### config.mk
export PLATFORM = sky130hd
export DESIGN_NAME = rmd_decoder
export DESIGN_NICKNAME = d
export VERILOG_FILES = /design/src/design/rmd_pkg.sv /design/src/design/rmd_decoder.sv
export VERILOG_INCLUDE_DIRS = /design/src /design/src/design
export SDC_FILE = /design/constraint.sdc
export NUM_CORES = 1
export LEC_CHECK = 0
export ABC_AREA = 0
export BUFFER_PORTS_ARGS = -buffer_cell sky130_fd_sc_hd__buf_2
export CELL_PAD_IN_SITES_DETAIL_PLACEMENT = 1
export CELL_PAD_IN_SITES_GLOBAL_PLACEMENT = 2
export CORE_MARGIN = 2
export CORE_UTILIZATION = 29
export CTS_BUF_LIST = sky130_fd_sc_hd__clkbuf_4
export CTS_CLUSTER_DIAMETER = 30
export DETAILED_ROUTE_END_ITERATION = 8
export GPL_ROUTABILITY_DRIVEN = 0
export PLACE_DENSITY = 0.94
export SLEW_MARGIN = 0
export SYNTH_ARGS = -nofsm -noshare
export SYNTH_HDL_FRONTEND = slang
export SYNTH_SLANG_ARGS = --single-unit
### constraint.sdc
create_clock -name clock -period 7.9 [get_ports clock]
set_input_delay 1.58 -clock clock [delete_from_list [all_inputs] [get_ports clock]]
set_output_delay 1.58 -clock clock [all_outputs]
set_load 0.01 [all_outputs]
### src/design/rmd_consts.svh
// Overview of operation
// - at least one relocation base register
// - base loaded by software or scan first
// - element area twice local store; element zero at base
// - problem state at half area, x'20000 long
// - privilege-2 window x'20000 above problem state
// - privilege-1 windows after elements, x'2000 stride
// - host core windows after privilege-1, x'1000 stride
// - interrupt windows x'1000 each, x'400 implementation area
// - thread block at window plus x'400 plus stride
// - over sixteen threads adds more interrupt windows
// - element range rounded up, extras reserved
// - core range rounded up, extras reserved
// - map padded to 64 KB boundary
// - holes in the map give no hit
`ifndef RMD_CONSTS_SVH
`define RMD_CONSTS_SVH

`define RMD_PS_SIZE 64'h20000
`define RMD_P2_OFS 64'h20000
`define RMD_P2_SIZE 64'h20000
`define RMD_P1_STRIDE 64'h2000
`define RMD_HOST_STRIDE 64'h1000
`define RMD_IIC_STRIDE 64'h1000
`define RMD_IIC_IMPL_SIZE 64'h400
`define RMD_TCB_OFS 64'h400
`define RMD_THR_PER_WIN 16
`define RMD_PAD_ALIGN 64'h10000
`define RMD_BASE_RESET 64'h0

`endif

### src/design/rmd_pkg.sv
`default_nettype none

package rmd_pkg;

  // region reported for a decoded access
  typedef enum logic [2:0] {
    RMD_NONE = 3'h0,
    RMD_LOCAL_STORE = 3'h1,
    RMD_PROBLEM_STATE = 3'h2,
    RMD_PRIVILEGE2 = 3'h3,
    RMD_PRIVILEGE1 = 3'h4,
    RMD_HOST_CORE = 3'h5,
    RMD_INTR_IMPL = 3'h6,
    RMD_THREAD_BLOCK = 3'h7
  } rmd_region_t;

endpackage : rmd_pkg

`default_nettype wire

### src/design/rmd_decoder.sv
`timescale 1ns/100ps
`default_nettype none
`include "rmd_consts.svh"

module rmd_decoder #(
  parameter int ADDR_W = 42,
  parameter int NUM_ELEMENTS = 8,
  parameter int NUM_CORES = 1,
  parameter int NUM_THREADS = 2,
  parameter longint unsigned LOCAL_STORE_SIZE = 64'h40000,
  parameter longint unsigned TCB_STRIDE = 64'h20
) (
  // clock and reset
  input wire logic clock,
  input wire logic rst,
  // relocation base load, software path
  input wire logic base_wr,
  input wire logic [ADDR_W-1:0] base_wr_data,
  // relocation base load, scan path
  input wire logic scan_en,
  input wire logic scan_in,
  input wire logic scan_done,
  output logic scan_out,
  // relocation base status
  output logic [ADDR_W-1:0] relocation_base,
  output logic base_valid,
  // access request
  input wire logic req_valid,
  input wire logic [ADDR_W-1:0] req_addr,
  // decode answer
  output logic resp_valid,
  output logic hit,
  output rmd_pkg::rmd_region_t region,
  output logic [15:0] unit_index,
  output logic [7:0] thread_index,
  output logic [31:0] local_offset
);

  // ----------------------------------------------------------------
  // derived layout
  // ----------------------------------------------------------------
  localparam int ELEM_POW = 1 << $clog2(NUM_ELEMENTS);
  localparam int CORE_POW = 1 << $clog2(NUM_CORES);
  localparam int WIN_PER_CORE = (NUM_THREADS + `RMD_THR_PER_WIN - 1) / `RMD_THR_PER_WIN;
  localparam int WIN_POW = 1 << $clog2(WIN_PER_CORE);
  localparam longint unsigned AREA = 64'h1 << $clog2(2 * LOCAL_STORE_SIZE);
  localparam longint unsigned HALF = AREA >> 1;
  localparam longint unsigned P1_BASE = 64'(ELEM_POW) * AREA;
  localparam longint unsigned HOST_BASE = P1_BASE + 64'(ELEM_POW) * `RMD_P1_STRIDE;
  localparam longint unsigned IIC_BASE = HOST_BASE + 64'(CORE_POW) * `RMD_HOST_STRIDE;
  localparam longint unsigned IIC_END = IIC_BASE
    + 64'(CORE_POW) * 64'(WIN_POW) * `RMD_IIC_STRIDE;
  localparam longint unsigned MAP_END = ((IIC_END + `RMD_PAD_ALIGN - 64'h1)
    / `RMD_PAD_ALIGN) * `RMD_PAD_ALIGN;
  localparam int MAP_W = $clog2(MAP_END);
  localparam int AREA_W = $clog2(AREA);
  localparam int STRIDE_W = $clog2(TCB_STRIDE);
  localparam int WIN_W = $clog2(WIN_POW);

  // ----------------------------------------------------------------
  // relocation base register
  // ----------------------------------------------------------------
  logic [ADDR_W-1:0] next_relocation_base;
  logic next_base_valid;

  // scan shifts toward the msb; scan_out is the bit falling off the top
  always_comb begin
    next_relocation_base = relocation_base;
    next_base_valid = base_valid;
    if (scan_en) begin
      next_relocation_base = {relocation_base[ADDR_W-2:0], scan_in};
      if (scan_done) begin
        next_base_valid = 1'b1;
      end
    end else if (base_wr) begin
      next_relocation_base = base_wr_data;
      next_base_valid = 1'b1;
    end
  end

  always_ff @(posedge clock) begin
    if (rst) begin
      relocation_base <= ADDR_W'(`RMD_BASE_RESET);
      base_valid <= 1'b0;
    end else begin
      relocation_base <= next_relocation_base;
      base_valid <= next_base_valid;
    end
  end

  assign scan_out = relocation_base[ADDR_W-1];

  // ----------------------------------------------------------------
  // region decode
  // ----------------------------------------------------------------
  logic next_resp_valid;
  logic next_hit;
  rmd_pkg::rmd_region_t next_region;
  logic [15:0] next_unit_index;
  logic [7:0] next_thread_index;
  logic [31:0] next_local_offset;

  // low base bits are ignored: an unaligned base still decodes as aligned
  always_comb begin
    longint unsigned ofs;
    longint unsigned rel;
    longint unsigned idx;
    longint unsigned lo;
    longint unsigned win;
    longint unsigned sub;
    longint unsigned thr;
    ofs = 64'(req_addr[MAP_W-1:0]);
    rel = 64'h0;
    idx = 64'h0;
    lo = 64'h0;
    win = 64'h0;
    sub = 64'h0;
    thr = 64'h0;
    next_resp_valid = req_valid;
    next_hit = 1'b0;
    next_region = rmd_pkg::RMD_NONE;
    next_unit_index = 16'h0000;
    next_thread_index = 8'h00;
    next_local_offset = 32'h0000_0000;
    if (req_valid && base_valid
        && req_addr[ADDR_W-1:MAP_W] == relocation_base[ADDR_W-1:MAP_W]) begin
      if (ofs < P1_BASE) begin
        idx = ofs >> AREA_W;
        lo = ofs & (AREA - 64'h1);
        if (idx < 64'(NUM_ELEMENTS)) begin
          if (lo < LOCAL_STORE_SIZE) begin
            next_region = rmd_pkg::RMD_LOCAL_STORE;
            rel = lo;
          end else if (lo >= HALF && lo < HALF + `RMD_PS_SIZE) begin
            next_region = rmd_pkg::RMD_PROBLEM_STATE;
            rel = lo - HALF;
          end else if (lo >= HALF + `RMD_P2_OFS
                       && lo < HALF + `RMD_P2_OFS + `RMD_P2_SIZE) begin
            next_region = rmd_pkg::RMD_PRIVILEGE2;
            rel = lo - HALF - `RMD_P2_OFS;
          end
        end
      end else if (ofs < HOST_BASE) begin
        idx = (ofs - P1_BASE) / `RMD_P1_STRIDE;
        if (idx < 64'(NUM_ELEMENTS)) begin
          next_region = rmd_pkg::RMD_PRIVILEGE1;
          rel = (ofs - P1_BASE) % `RMD_P1_STRIDE;
        end
      end else if (ofs < IIC_BASE) begin
        idx = (ofs - HOST_BASE) / `RMD_HOST_STRIDE;
        if (idx < 64'(NUM_CORES)) begin
          next_region = rmd_pkg::RMD_HOST_CORE;
          rel = (ofs - HOST_BASE) % `RMD_HOST_STRIDE;
        end
      end else if (ofs < IIC_END) begin
        win = (ofs - IIC_BASE) / `RMD_IIC_STRIDE;
        idx = win >> WIN_W;
        sub = win & 64'(WIN_POW - 1);
        lo = (ofs - IIC_BASE) % `RMD_IIC_STRIDE;
        if (idx < 64'(NUM_CORES) && sub < 64'(WIN_PER_CORE)) begin
          if (lo < `RMD_IIC_IMPL_SIZE) begin
            next_region = rmd_pkg::RMD_INTR_IMPL;
            rel = lo;
            thr = sub * 64'(`RMD_THR_PER_WIN);
          end else begin
            thr = (lo - `RMD_TCB_OFS) >> STRIDE_W;
            if (thr < 64'(`RMD_THR_PER_WIN)
                && sub * 64'(`RMD_THR_PER_WIN) + thr < 64'(NUM_THREADS)) begin
              next_region = rmd_pkg::RMD_THREAD_BLOCK;
              rel = (lo - `RMD_TCB_OFS) & (TCB_STRIDE - 64'h1);
              thr = sub * 64'(`RMD_THR_PER_WIN) + thr;
            end
          end
        end
      end
      // pad and unused spans fall through as a hole
      if (next_region != rmd_pkg::RMD_NONE) begin
        next_hit = 1'b1;
        next_unit_index = idx[15:0];
        next_thread_index = thr[7:0];
        next_local_offset = rel[31:0];
      end
    end
  end

  always_ff @(posedge clock) begin
    if (rst) begin
      resp_valid <= 1'b0;
      hit <= 1'b0;
      region <= rmd_pkg::RMD_NONE;
      unit_index <= 16'h0000;
      thread_index <= 8'h00;
      local_offset <= 32'h0000_0000;
    end else begin
      resp_valid <= next_resp_valid;
      hit <= next_hit;
      region <= next_region;
      unit_index <= next_unit_index;
      thread_index <= next_thread_index;
      local_offset <= next_local_offset;
    end
  end

  // ----------------------------------------------------------------
  // checks
  // ----------------------------------------------------------------
  property p_base_load;
    @(posedge clock) disable iff (rst)
    (base_wr && !scan_en) |=> (relocation_base == $past(base_wr_data)) && base_valid;
  endproperty
  a_base_load: assert property (p_base_load) else $error("base write not taken");

  property p_no_base_no_hit;
    @(posedge clock) disable iff (rst)
    (req_valid && !base_valid) |=> resp_valid && !hit;
  endproperty
  a_no_base_no_hit: assert property (p_no_base_no_hit) else $error("hit before base");

  property p_base_is_ls0;
    @(posedge clock) disable iff (rst)
    (req_valid && base_valid && req_addr[MAP_W-1:0] == '0
      && req_addr[ADDR_W-1:MAP_W] == relocation_base[ADDR_W-1:MAP_W])
    |=> hit && region == rmd_pkg::RMD_LOCAL_STORE && unit_index == 16'h0000
      && local_offset == 32'h0000_0000;
  endproperty
  a_base_is_ls0: assert property (p_base_is_ls0) else $error("base is not element zero");

  property p_ls_bound;
    @(posedge clock) disable iff (rst)
    (hit && region == rmd_pkg::RMD_LOCAL_STORE)
    |-> 64'(local_offset) < LOCAL_STORE_SIZE && 64'(unit_index) < 64'(NUM_ELEMENTS);
  endproperty
  a_ls_bound: assert property (p_ls_bound) else $error("local store out of range");

  property p_ps_p2_bound;
    @(posedge clock) disable iff (rst)
    (hit && (region == rmd_pkg::RMD_PROBLEM_STATE || region == rmd_pkg::RMD_PRIVILEGE2))
    |-> local_offset <= 32'h0001_FFFF && 64'(unit_index) < 64'(NUM_ELEMENTS);
  endproperty
  a_ps_p2_bound: assert property (p_ps_p2_bound) else $error("element window overrun");

  property p_p1_bound;
    @(posedge clock) disable iff (rst)
    (hit && region == rmd_pkg::RMD_PRIVILEGE1)
    |-> local_offset <= 32'h0000_1FFF && 64'(unit_index) < 64'(NUM_ELEMENTS);
  endproperty
  a_p1_bound: assert property (p_p1_bound) else $error("privilege-1 overrun");

  property p_host_bound;
    @(posedge clock) disable iff (rst)
    (hit && region == rmd_pkg::RMD_HOST_CORE)
    |-> local_offset <= 32'h0000_0FFF && 64'(unit_index) < 64'(NUM_CORES);
  endproperty
  a_host_bound: assert property (p_host_bound) else $error("host window overrun");

  property p_iic_bound;
    @(posedge clock) disable iff (rst)
    (hit && region == rmd_pkg::RMD_INTR_IMPL) |-> local_offset <= 32'h0000_03FF;
  endproperty
  a_iic_bound: assert property (p_iic_bound) else $error("interrupt window overrun");

  property p_tcb_bound;
    @(posedge clock) disable iff (rst)
    (hit && region == rmd_pkg::RMD_THREAD_BLOCK)
    |-> 64'(thread_index) < 64'(NUM_THREADS) && 64'(local_offset) < TCB_STRIDE;
  endproperty
  a_tcb_bound: assert property (p_tcb_bound) else $error("thread block out of range");

  property p_one_answer;
    @(posedge clock) disable iff (rst)
    req_valid |=> resp_valid && (hit == (region != rmd_pkg::RMD_NONE));
  endproperty
  a_one_answer: assert property (p_one_answer) else $error("answer missing or mixed");

  property p_quiet;
    @(posedge clock) disable iff (rst)
    !req_valid |=> !resp_valid && !hit;
  endproperty
  a_quiet: assert property (p_quiet) else $error("answer without request");

endmodule : rmd_decoder

`default_nettype wire

==> impl_metrics.json, run 1 <==
{
  "status": "finished, final reports clean",
  "synth_top_area_share_pct": 40.8,
  "yosys_warnings": 0,
  "netlist_area_um2": 4370,
  "ys_ff_latch": 89,
  "synth_area_leaders": "dfxtp_1 (41%), mux2i_1 (9.6%), nor2_1 (8.2%)",
  "cts_sinks": 89,
  "dp_hpwl_mm": 10.7,
  "remaining_drc_errors": 0,
  "portBuffers": 195,
  "synth-seq-area-share_pct": 40.8,
  "fin_crit_sh_pct": 51.0,
  "antenna_found_initial": 2,
  "maxSlewViolCount": 0,
  "slowest_delay_ns": 0.89,
  "postLayoutCoreUtil_pct": 37.8,
  "cp_data_arrival_time_ns": 4.38,
  "endpoint_kind": "flip-flop",
  "ant_nets": 0,
  "post_cts_resized": 0,
  "dpl.cell_count": 835,
  "drtIter0Drc": 145,
  "die_h_um": 127,
  "start_util_pct": 29.8,
  "final-hold-violation-count": 0,
  "route.final.wire_length_mm": 13.8,
  "clkTransAtPathRegs_ns": 0.15,
  "vias": 4173,
  "first_global_vias": 4317,
  "holdWs_ns": 0.531,
  "tightest_slew_ns": 1.14,
  "wl_per_cell_um": 16.2,
  "setup_viol": 0,
  "grt_max_degree": 59,
  "cts_tree": "done",
  "fmax_mhz": 248,
  "final_cells": 853,
  "yosysMostFrequentCell": "nor2_1",
  "min_period_ns": 4.03,
  "fin_worst_skew_ns": 0.0133,
  "synth_cells": 491,
  "viasPerCell": 4.89,
  "ys.flop_type": "dfxtp_1",
  "cts_setup_buffers": 0,
  "cts_hold_buffers": 0,
  "ios": 196,
  "syn_area_per_cell_um2": 8.89,
  "relSlewSlack_pct": 23.7,
  "fp.coreArea_um2": 14600,
  "cp_slowest_cell": "nor2_1",
  "dieArea_um2": 16100,
  "fin_tns_setup_ns": 0,
  "synth_common_cells": "nor2_1 (95), dfxtp_1 (89), a21oi_1 (58)",
  "drt_first_pass_iters": 4,
  "leakage_nw": 2.68,
  "cp.required_ns": 8.25,
  "p_per_area_nw_per_um2": 166,
  "crit_type": "input port to flip-flop",
  "drv_cap": 0,
  "synthArstFlopShare_pct": 0,
  "fin_nets": 768,
  "grt_pass1_wl_mm": 21.9,
  "critPathLaunchType": "input port",
  "ir_worst_vdd_uv": 56.5,
  "root_buffer": "clkbuf_4",
  "crit_path_max_fanout": 44,
  "yosysTopAreaCell": "dfxtp_1",
  "drive_above_1_share_pct": 35.7,
  "clkLatencyLatePin_ns": 0.45,
  "grt_usage_pct": 17.1,
  "row_count": 44,
  "ys_types": 57,
  "htreeDepth": 3,
  "areaGrowthSynthToFinish_pct": 26.9,
  "crit_chain": "buf_2 -> nor2b_1 -> nand3_1 -> or4_1 -> nor2_1 -> inv_2 -> a2111oi_2",
  "grt_overflow": 0,
  "synth_edf_count": 0,
  "cts_made_buffers": 9,
  "cts_buffer_depth": 2,
  "fp.dieW_um": 127,
  "rsz0062_at_grt": "no",
  "hp-class": "flip-flop to flip-flop"
}
placed cells by master (no fill, tap or decap), types with 4 or more instances in the layout:
cell        n
xnor2_1     6
ha_1       15
o21ai_0     4
nor4_1      7
xor2_1     15
nor3_1      5
and2_1      6
nand2_1    18
a21oi_1    58
mux2i_1    42
a211oi_2    7
inv_1      10
or3_1       4
conb_1      7
nor2_1     95
a211oi_1    6
nor2b_1     4
buf_2     195
dfxtp_1    89
nand3_1     8
clkbuf_4    9
routing by layer:
metal,up-vias,track usage (%),part of all wire (%)
met1,1953,19.9,41
met4,0,6.98,2.4
met2,175,29.8,49
met5,-,0,0
li1,2019,-,-
met3,26,4.60,7.7
power breakdown:
part	switching (mW)	internal, mW	total [mW]
Clock	0.169	0.133	0.301
Combinational	0.0841	0.0596	0.144
Sequential	0.0126	0.462	0.475
Total	0.265	0.655	0.920
sequential cells by signal (all words and copies together), names as in the netlist:
signal and flops:
base_valid 1, hit 1, local_offset 21, region 3
relocation_base 42, resp_valid 1, thread_index 8, unit_index 12
critical path: cells and delay by family:
kind | cells | cell delay (ns)
simple gates | 4 | 1.71
buf+inv | 2 | 0.65
compound gates | 1 | 0.42
area by class of cell:
cell class	count	area, um^2
fillers	1803	9100
multi-input cells	352	2310
flip-flops and latches	89	1780
repair buffers	198	998
well taps	184	230
clock inverters	7	101
clock buffers	9	67.6
inverters	12	45.0
diodes	2	5.00
path summary, 6_finish.rpt:
check,start,to,slack (ns),cells past startpoint
max,rst,local_offset[11]$_SDFF_PP0_,3.87,7
max reg2reg,relocation_base[35]$_SDFFE_PP0P_,local_offset[11]$_SDFF_PP0_,5.03,6
min reg2reg,relocation_base[8]$_SDFFE_PP0P_,relocation_base[9]$_SDFFE_PP0P_,0.53,2
min,relocation_base[8]$_SDFFE_PP0P_,relocation_base[9]$_SDFFE_PP0P_,0.53,2
stage by stage:
step | total power [mW] | instance area [um^2] | worst slack, ns
2_1_floorplan | 0.568 | 4390 | 3.99
3_5_place_dp | 0.629 | 5370 | 3.37
4_1_cts | 0.935 | 5540 | 3.89
5_1_grt | 0.966 | 5540 | 3.62
6_report | 0.920 | 5540 | 3.87
3_3_place_gp | 0.623 | 5370 | 3.53
logic make-up after synthesis:
| logic type | share of synthesized area [%] |
|---|---|
| AO/OA/AOI/OAI | 16.2 |
| XOR/XNOR | 4.21 |
| adder cells (fa/ha/maj) | 4.30 |
| buffers and inverters | 6.76 |
| flip-flops | 40.8 |
| multiplexers | 9.63 |
| other | 0.0859 |
| AND/OR/NAND/NOR | 18.0 |
Note: power is estimated with default switching activity, not from simulation.
==> inputs of run 2 (changes only) <==
- CORE_UTILIZATION: 29 -> 24
- PLACE_DENSITY: 0.94 -> 0.84
- clock period: 7.9 -> 3.6 ns (I/O delays scaled with it)
==> impl_metrics.json, run 2 (same netlist as run 1, synthesis figures left out) <==
{
  "status": "finished, final reports clean",
  "grt_usage_pct": 14.9,
  "dp_hpwl_mm": 11.2,
  "vias": 4150,
  "ir_worst_vdd_uv": 142,
  "largest_reg_flops": 42,
  "grt_max_degree": 83,
  "remaining_drc_errors": 0,
  "fp.coreArea_um2": 17900,
  "drtIter0Drc": 162,
  "top_layer_used": "met4",
  "fin_tns_setup_ns": 0,
  "drt_first_pass_iters": 4,
  "crit_path_max_fanout": 17,
  "route.met2.wl_mm": 6.79,
  "root_buffer": "clkbuf_4",
  "nFillCells": 2187,
  "cts_buffer_depth": 2,
  "die_h_um": 139,
  "cp.required_ns": 3.97,
  "wl_per_cell_um": 16.1,
  "grt_pass1_wl_mm": 23.0,
  "start_util_pct": 24.4,
  "fin_nets": 777,
  "min_period_ns": 2.88,
  "power.switching_uw": 578,
  "cp_data_arrival_time_ns": 3.25,
  "layout_commonest_cell": "buf_2",
  "hp-class": "input port to flip-flop",
  "fp.dieW_um": 139,
  "portBuffers": 195,
  "met1Wirelength_mm": 6.42,
  "rsz0062_at_grt": "no",
  "pwr-share-clk_pct": 32.7,
  "ant_nets": 0,
  "fmax_mhz": 347,
  "grt_overflow": 0,
  "p_per_area_nw_per_um2": 357,
  "drv_cap": 0,
  "first_global_vias": 4158,
  "p_sw_share_pct": 28.5,
  "endpoint_kind": "flip-flop",
  "crit_type": "input port to flip-flop",
  "viasPerCell": 4.58,
  "cts_made_buffers": 9,
  "drive_above_1_share_pct": 36.5,
  "cts_sinks": 89,
  "post_cts_resized": 0,
  "critPathLaunchType": "input port",
  "leakage_nw": 2.71,
  "row_count": 49,
  "cts_tree": "done",
  "final_cell_mix": "buf_2 (195), nor2_1 (95), dfxtp_1 (89)",
  "clkLatencyLatePin_ns": 0.47,
  "routed-wl-met3_mm": 1.05,
  "tightest_slew_ns": 0.698,
  "postLayoutCoreUtil_pct": 31.7,
  "antenna_found_initial": 1,
  "fin_worst_skew_ns": 0.0236,
  "fin_ws_ns": 0.717,
  "route.final.wire_length_mm": 14.6,
  "fin_crit_sh_pct": 80.1,
  "top_register": "relocation_base",
  "p_int_mw": 1.45,
  "seqPwrFrac_pct": 51.4,
  "dieArea_um2": 19300,
  "final-hold-violation-count": 0,
  "ios": 196,
  "cts_hold_buffers": 0,
  "pre_cts_slack_ns": 0.293,
  "setup_viol": 0,
  "reg.largest.list": "relocation_base: 42 flops, local_offset: 21 flops, unit_index: 12 flops",
  "areaGrowthSynthToFinish_pct": 29.8,
  "maxSlewViolCount": 0,
  "clkTransAtPathRegs_ns": 0.16,
  "p_comb_share_pct": 16.0,
  "htreeDepth": 3,
  "relSlewSlack_pct": 53.5,
  "cts_setup_buffers": 0
}
[run 2: cell count changes in the layout (fill, tap and decap cells not counted), sizes merged]
cell,previous run,this run
buf,198,207
clkbuf,9,11
clkinv,2,1
clkinvlp,0,2
diode,2,1
inv,15,12
[run 2: final timing paths]
path	endpoint	start	cells past startpoint	slack (ns)
worst min register to register	relocation_base[2]$_SDFFE_PP0P_	relocation_base[1]$_SDFFE_PP0P_	2	0.53
worst max register to register	local_offset[10]$_SDFF_PP0_	relocation_base[27]$_SDFFE_PP0P_	7	1.46
worst min-delay path	resp_valid$_SDFF_PP0_	rst	2	0.42
worst max-delay path	local_offset[10]$_SDFF_PP0_	req_addr[12]	9	0.72
[run 2: critical path, cell delays in order]
cell and delay [ns]:
buf_2 0.18, inv_1 0.06, ha_1 0.24, or3b_1 0.36
a211oi_2 0.17, nor4_1 0.61, and2_2 0.34, o22ai_4 0.19
a2111oi_2 0.39
[run 2: metal layers]
layer | GRT usage [%] | vias to the layer above
met1 | 18.8 | 1931
met3 | 4.59 | 25
met5 | 0 | -
li1 | - | 2035
met2 | 24.3 | 159
met4 | 5.37 | 0
[run 2: per-stage QoR]
| stage | hold WS [ns] | cell area (um^2) | instances | total power [mW] |
|---|---|---|---|---|
| floorplan | 0.525 | 4390 | 497 | 1.25 |
| global placement | 0.496 | 5500 | 889 | 1.39 |
| detailed placement | 0.504 | 5500 | 889 | 1.39 |
| CTS | 0.358 | 5670 | 905 | 2.07 |
| global route | 0.375 | 5670 | 905 | 2.14 |
| finish | 0.416 | 5670 | 906 | 2.03 |
[run 2: layout make-up]
type | instances | area, um^2 | share of cell area (%)
diodes | 1 | 2.50 | 0.0441
flip-flops and latches | 89 | 1780 | 31.4
well taps | 229 | 287 | 5.05
clock buffers | 11 | 82.6 | 1.46
inverters | 12 | 45.0 | 0.795
repair buffers | 207 | 1080 | 19.0
multi-input cells | 352 | 2310 | 40.8
clock inverters | 5 | 80.1 | 1.41
[run 2: power by group through the flow]
stage	clock network, mW	registers [mW]	logic [mW]
floorplan	0	1.07	0.176
global route	0.731	1.05	0.362
finish	0.662	1.04	0.324
global placement	0	1.06	0.323
detailed placement	0	1.06	0.326
CTS	0.698	1.04	0.328
==> inputs of run 3 (changes only) <==
- ABC_AREA: 0 -> 1
- CORE_UTILIZATION: 24 -> 23
- clock period: 3.6 -> 2.5 ns (I/O delays scaled with it)
==> impl_metrics.json, run 3 <==
{
  "synth-simple-area-share_pct": 31.2,
  "drtIter0Drc": 119,
  "netlist_area_um2": 4700,
  "cts_sinks": 89,
  "maxSlewViolCount": 0,
  "die_h_um": 147,
  "crit_path_max_fanout": 8,
  "leakage_nw": 3.43,
  "cts_hold_buffers": 0,
  "final-hold-violation-count": 0,
  "hp-class": "input port to flip-flop",
  "cts_tree": "done",
  "antenna_cells": 0,
  "synth_edf_count": 0,
  "synth_cells": 662,
  "cts_setup_buffers": 0,
  "status": "finished, final reports clean",
  "fp.coreArea_um2": 20200,
  "drt_first_pass_iters": 4,
  "vias": 4846,
  "largest_reg_flops": 42,
  "grt_usage_pct": 15.1,
  "relSlewSlack_pct": 60.7,
  "row_count": 52,
  "yosys_warnings": 0,
  "reg.largest.list": "relocation_base: 42 flops, local_offset: 21 flops, unit_index: 12 flops",
  "grt_overflow": 0,
  "fp.dieW_um": 147,
  "syn_area_per_cell_um2": 7.10,
  "ys_ff_latch": 89,
  "viasPerCell": 4.25,
  "route.final.wire_length_mm": 16.2,
  "synth-seq-area-share_pct": 37.9,
  "crit_family": "simple AND/OR/NAND/NOR gates",
  "tightest_slew_ns": 0.586,
  "critPathBufInv": 3,
  "setup_viol": 0,
  "post_cts_resized": 0,
  "dpl_cell_area_um2": 6090,
  "antenna_found_initial": 0,
  "r2r_cells": 11,
  "slowest_delay_ns": 0.40,
  "top_register": "relocation_base",
  "cp_data_arrival_time_ns": 2.51,
  "portBuffers": 195,
  "cp_slowest_cell": "dfxtp_1",
  "start_util_pct": 23.3,
  "yosysTopAreaCell": "dfxtp_1",
  "path_depth": 11,
  "synthXorXnorAreaFrac_pct": 1.49,
  "rsz0062_at_grt": "no",
  "critPathLaunchType": "flip-flop",
  "root_buffer": "clkbuf_4",
  "clkLatencyLatePin_ns": 0.46,
  "crit_chain": "inv_1 -> nand2_1 -> o21ai_0 -> nor2_1 -> nand4_1 -> nor4_1 -> nand3_1 -> buf_4 -> inv_1 -> nand3_2 -> nor2_1",
  "fmax_mhz": 471,
  "clkTransAtPathRegs_ns": 0.14,
  "grt_pass1_wl_mm": 25.8,
  "synth_top_area_share_pct": 37.9,
  "layout_commonest_cell": "buf_2",
  "drv_cap": 0,
  "fin_crit_sh_pct": 84.9,
  "htreeDepth": 3,
  "wl_per_cell_um": 14.2,
  "synthArstFlopShare_pct": 0,
  "min_period_ns": 2.12,
  "cts_made_buffers": 9,
  "ys_types": 38,
  "hold_depth": 2,
  "ant_nets": 0,
  "synth_top_family_by_area": "simple AND/OR/NAND/NOR gates",
  "stdcell_area_um2": 6240,
  "synth_compound_area_share_pct": 11.0,
  "grt_max_degree": 44,
  "synth_common_cells": "nand2_1 (153), inv_1 (105), dfxtp_1 (89)",
  "ios": 196,
  "endpoint_kind": "flip-flop",
  "ys.flop_type": "dfxtp_1",
  "postLayoutCoreUtil_pct": 31.0,
  "fin_worst_skew_ns": 0.0158,
  "crit_type": "flip-flop to flip-flop",
  "cts_buffer_depth": 2,
  "yosysMostFrequentCell": "nand2_1",
  "synth_area_leaders": "dfxtp_1 (38%), nand2_1 (12%), inv_1 (8.4%)",
  "drive_above_1_share_pct": 33.2,
  "fin_nets": 973,
  "synthMuxAreaShare_pct": 0,
  "remaining_drc_errors": 0,
  "areaGrowthSynthToFinish_pct": 33.0,
  "cp.required_ns": 2.89,
  "dieArea_um2": 21600,
  "ir_worst_vdd_uv": 174,
  "dp_hpwl_mm": 13.0,
  "first_global_vias": 4873,
  "final_cell_mix": "buf_2 (195), nand2_1 (153), inv_1 (105)",
  "synthAdderAreaFrac_pct": 4.00,
  "p_per_area_nw_per_um2": 474
}
-- run 3: cell types whose count changed after synthesis, sizes merged, moves of 22 or more --
| cell | delta |
|---|---|
| a21oi | -50 |
| nor2 | -22 |
| o21ai | +28 |
| nand2 | +147 |
| nand3 | +48 |
| mux2i | -42 |
| inv | +102 |
-- run 3: area by class of cell --
class                      count  area, um^2
multi-input combinational    423        2270
timing repair buffer         228        1260
inverter                     116         438
clock inverter                 5        81.3
tap                          270         338
sequential                    89        1780
clock buffer                  10        75.1
fill                        2589       13900
-- run 3: kinds of logic after synthesis --
group | after synthesis
and+or+nand+nor | 313
buffers and inverters | 156
DFF | 89
AOI/OAI and AO/OA | 80
adders and majority gates | 15
xor gates and xnor gates | 8
other | 1
-- run 3: worst paths after layout --
| kind | startpoint | end | slack (ns) |
|---|---|---|---|
| setup reg to reg | relocation_base[24]$_SDFFE_PP0P_ | local_offset[18]$_SDFF_PP0_ | 0.38 |
| hold reg to reg | base_valid$_SDFFE_PP0P_ | base_valid$_SDFFE_PP0P_ | 0.56 |
| hold / removal | rst | resp_valid$_SDFF_PP0_ | 0.22 |
| setup / recovery | relocation_base[24]$_SDFFE_PP0P_ | local_offset[18]$_SDFF_PP0_ | 0.38 |
-- run 3: metrics by stage --
stage / power, mW / setup slack [ns] / TNS [ns] / hold WS, ns / cells
after floorplan: 1.81 / 0.210 / 0 / 0.525 / 668
after global placement: 2.06 / 0.00305 / 0 / 0.507 / 1126
after detailed placement: 2.06 / -0.0662 / -0.641 / 0.533 / 1126
after CTS: 3.03 / 0.333 / 0 / 0.161 / 1141
after global routing: 3.15 / 0.156 / 0 / 0.164 / 1141
final: 2.96 / 0.379 / 0 / 0.222 / 1141
-- run 3: power breakdown --
group / switching, mW / internal, mW
Sequential: 0.0316 / 1.46
Clock: 0.521 / 0.412
Combinational: 0.319 / 0.215
-- run 3: routing by layer --
metal / track usage [%] / vias to the layer above / part of all wire [%]
met1: 19.0 / 2233 / 45
met3: 4.04 / 12 / 6.6
met2: 25.7 / 132 / 47
li1: - / 2469 / -
met5: 0 / - / 0
met4: 3.65 / 0 / 1.2
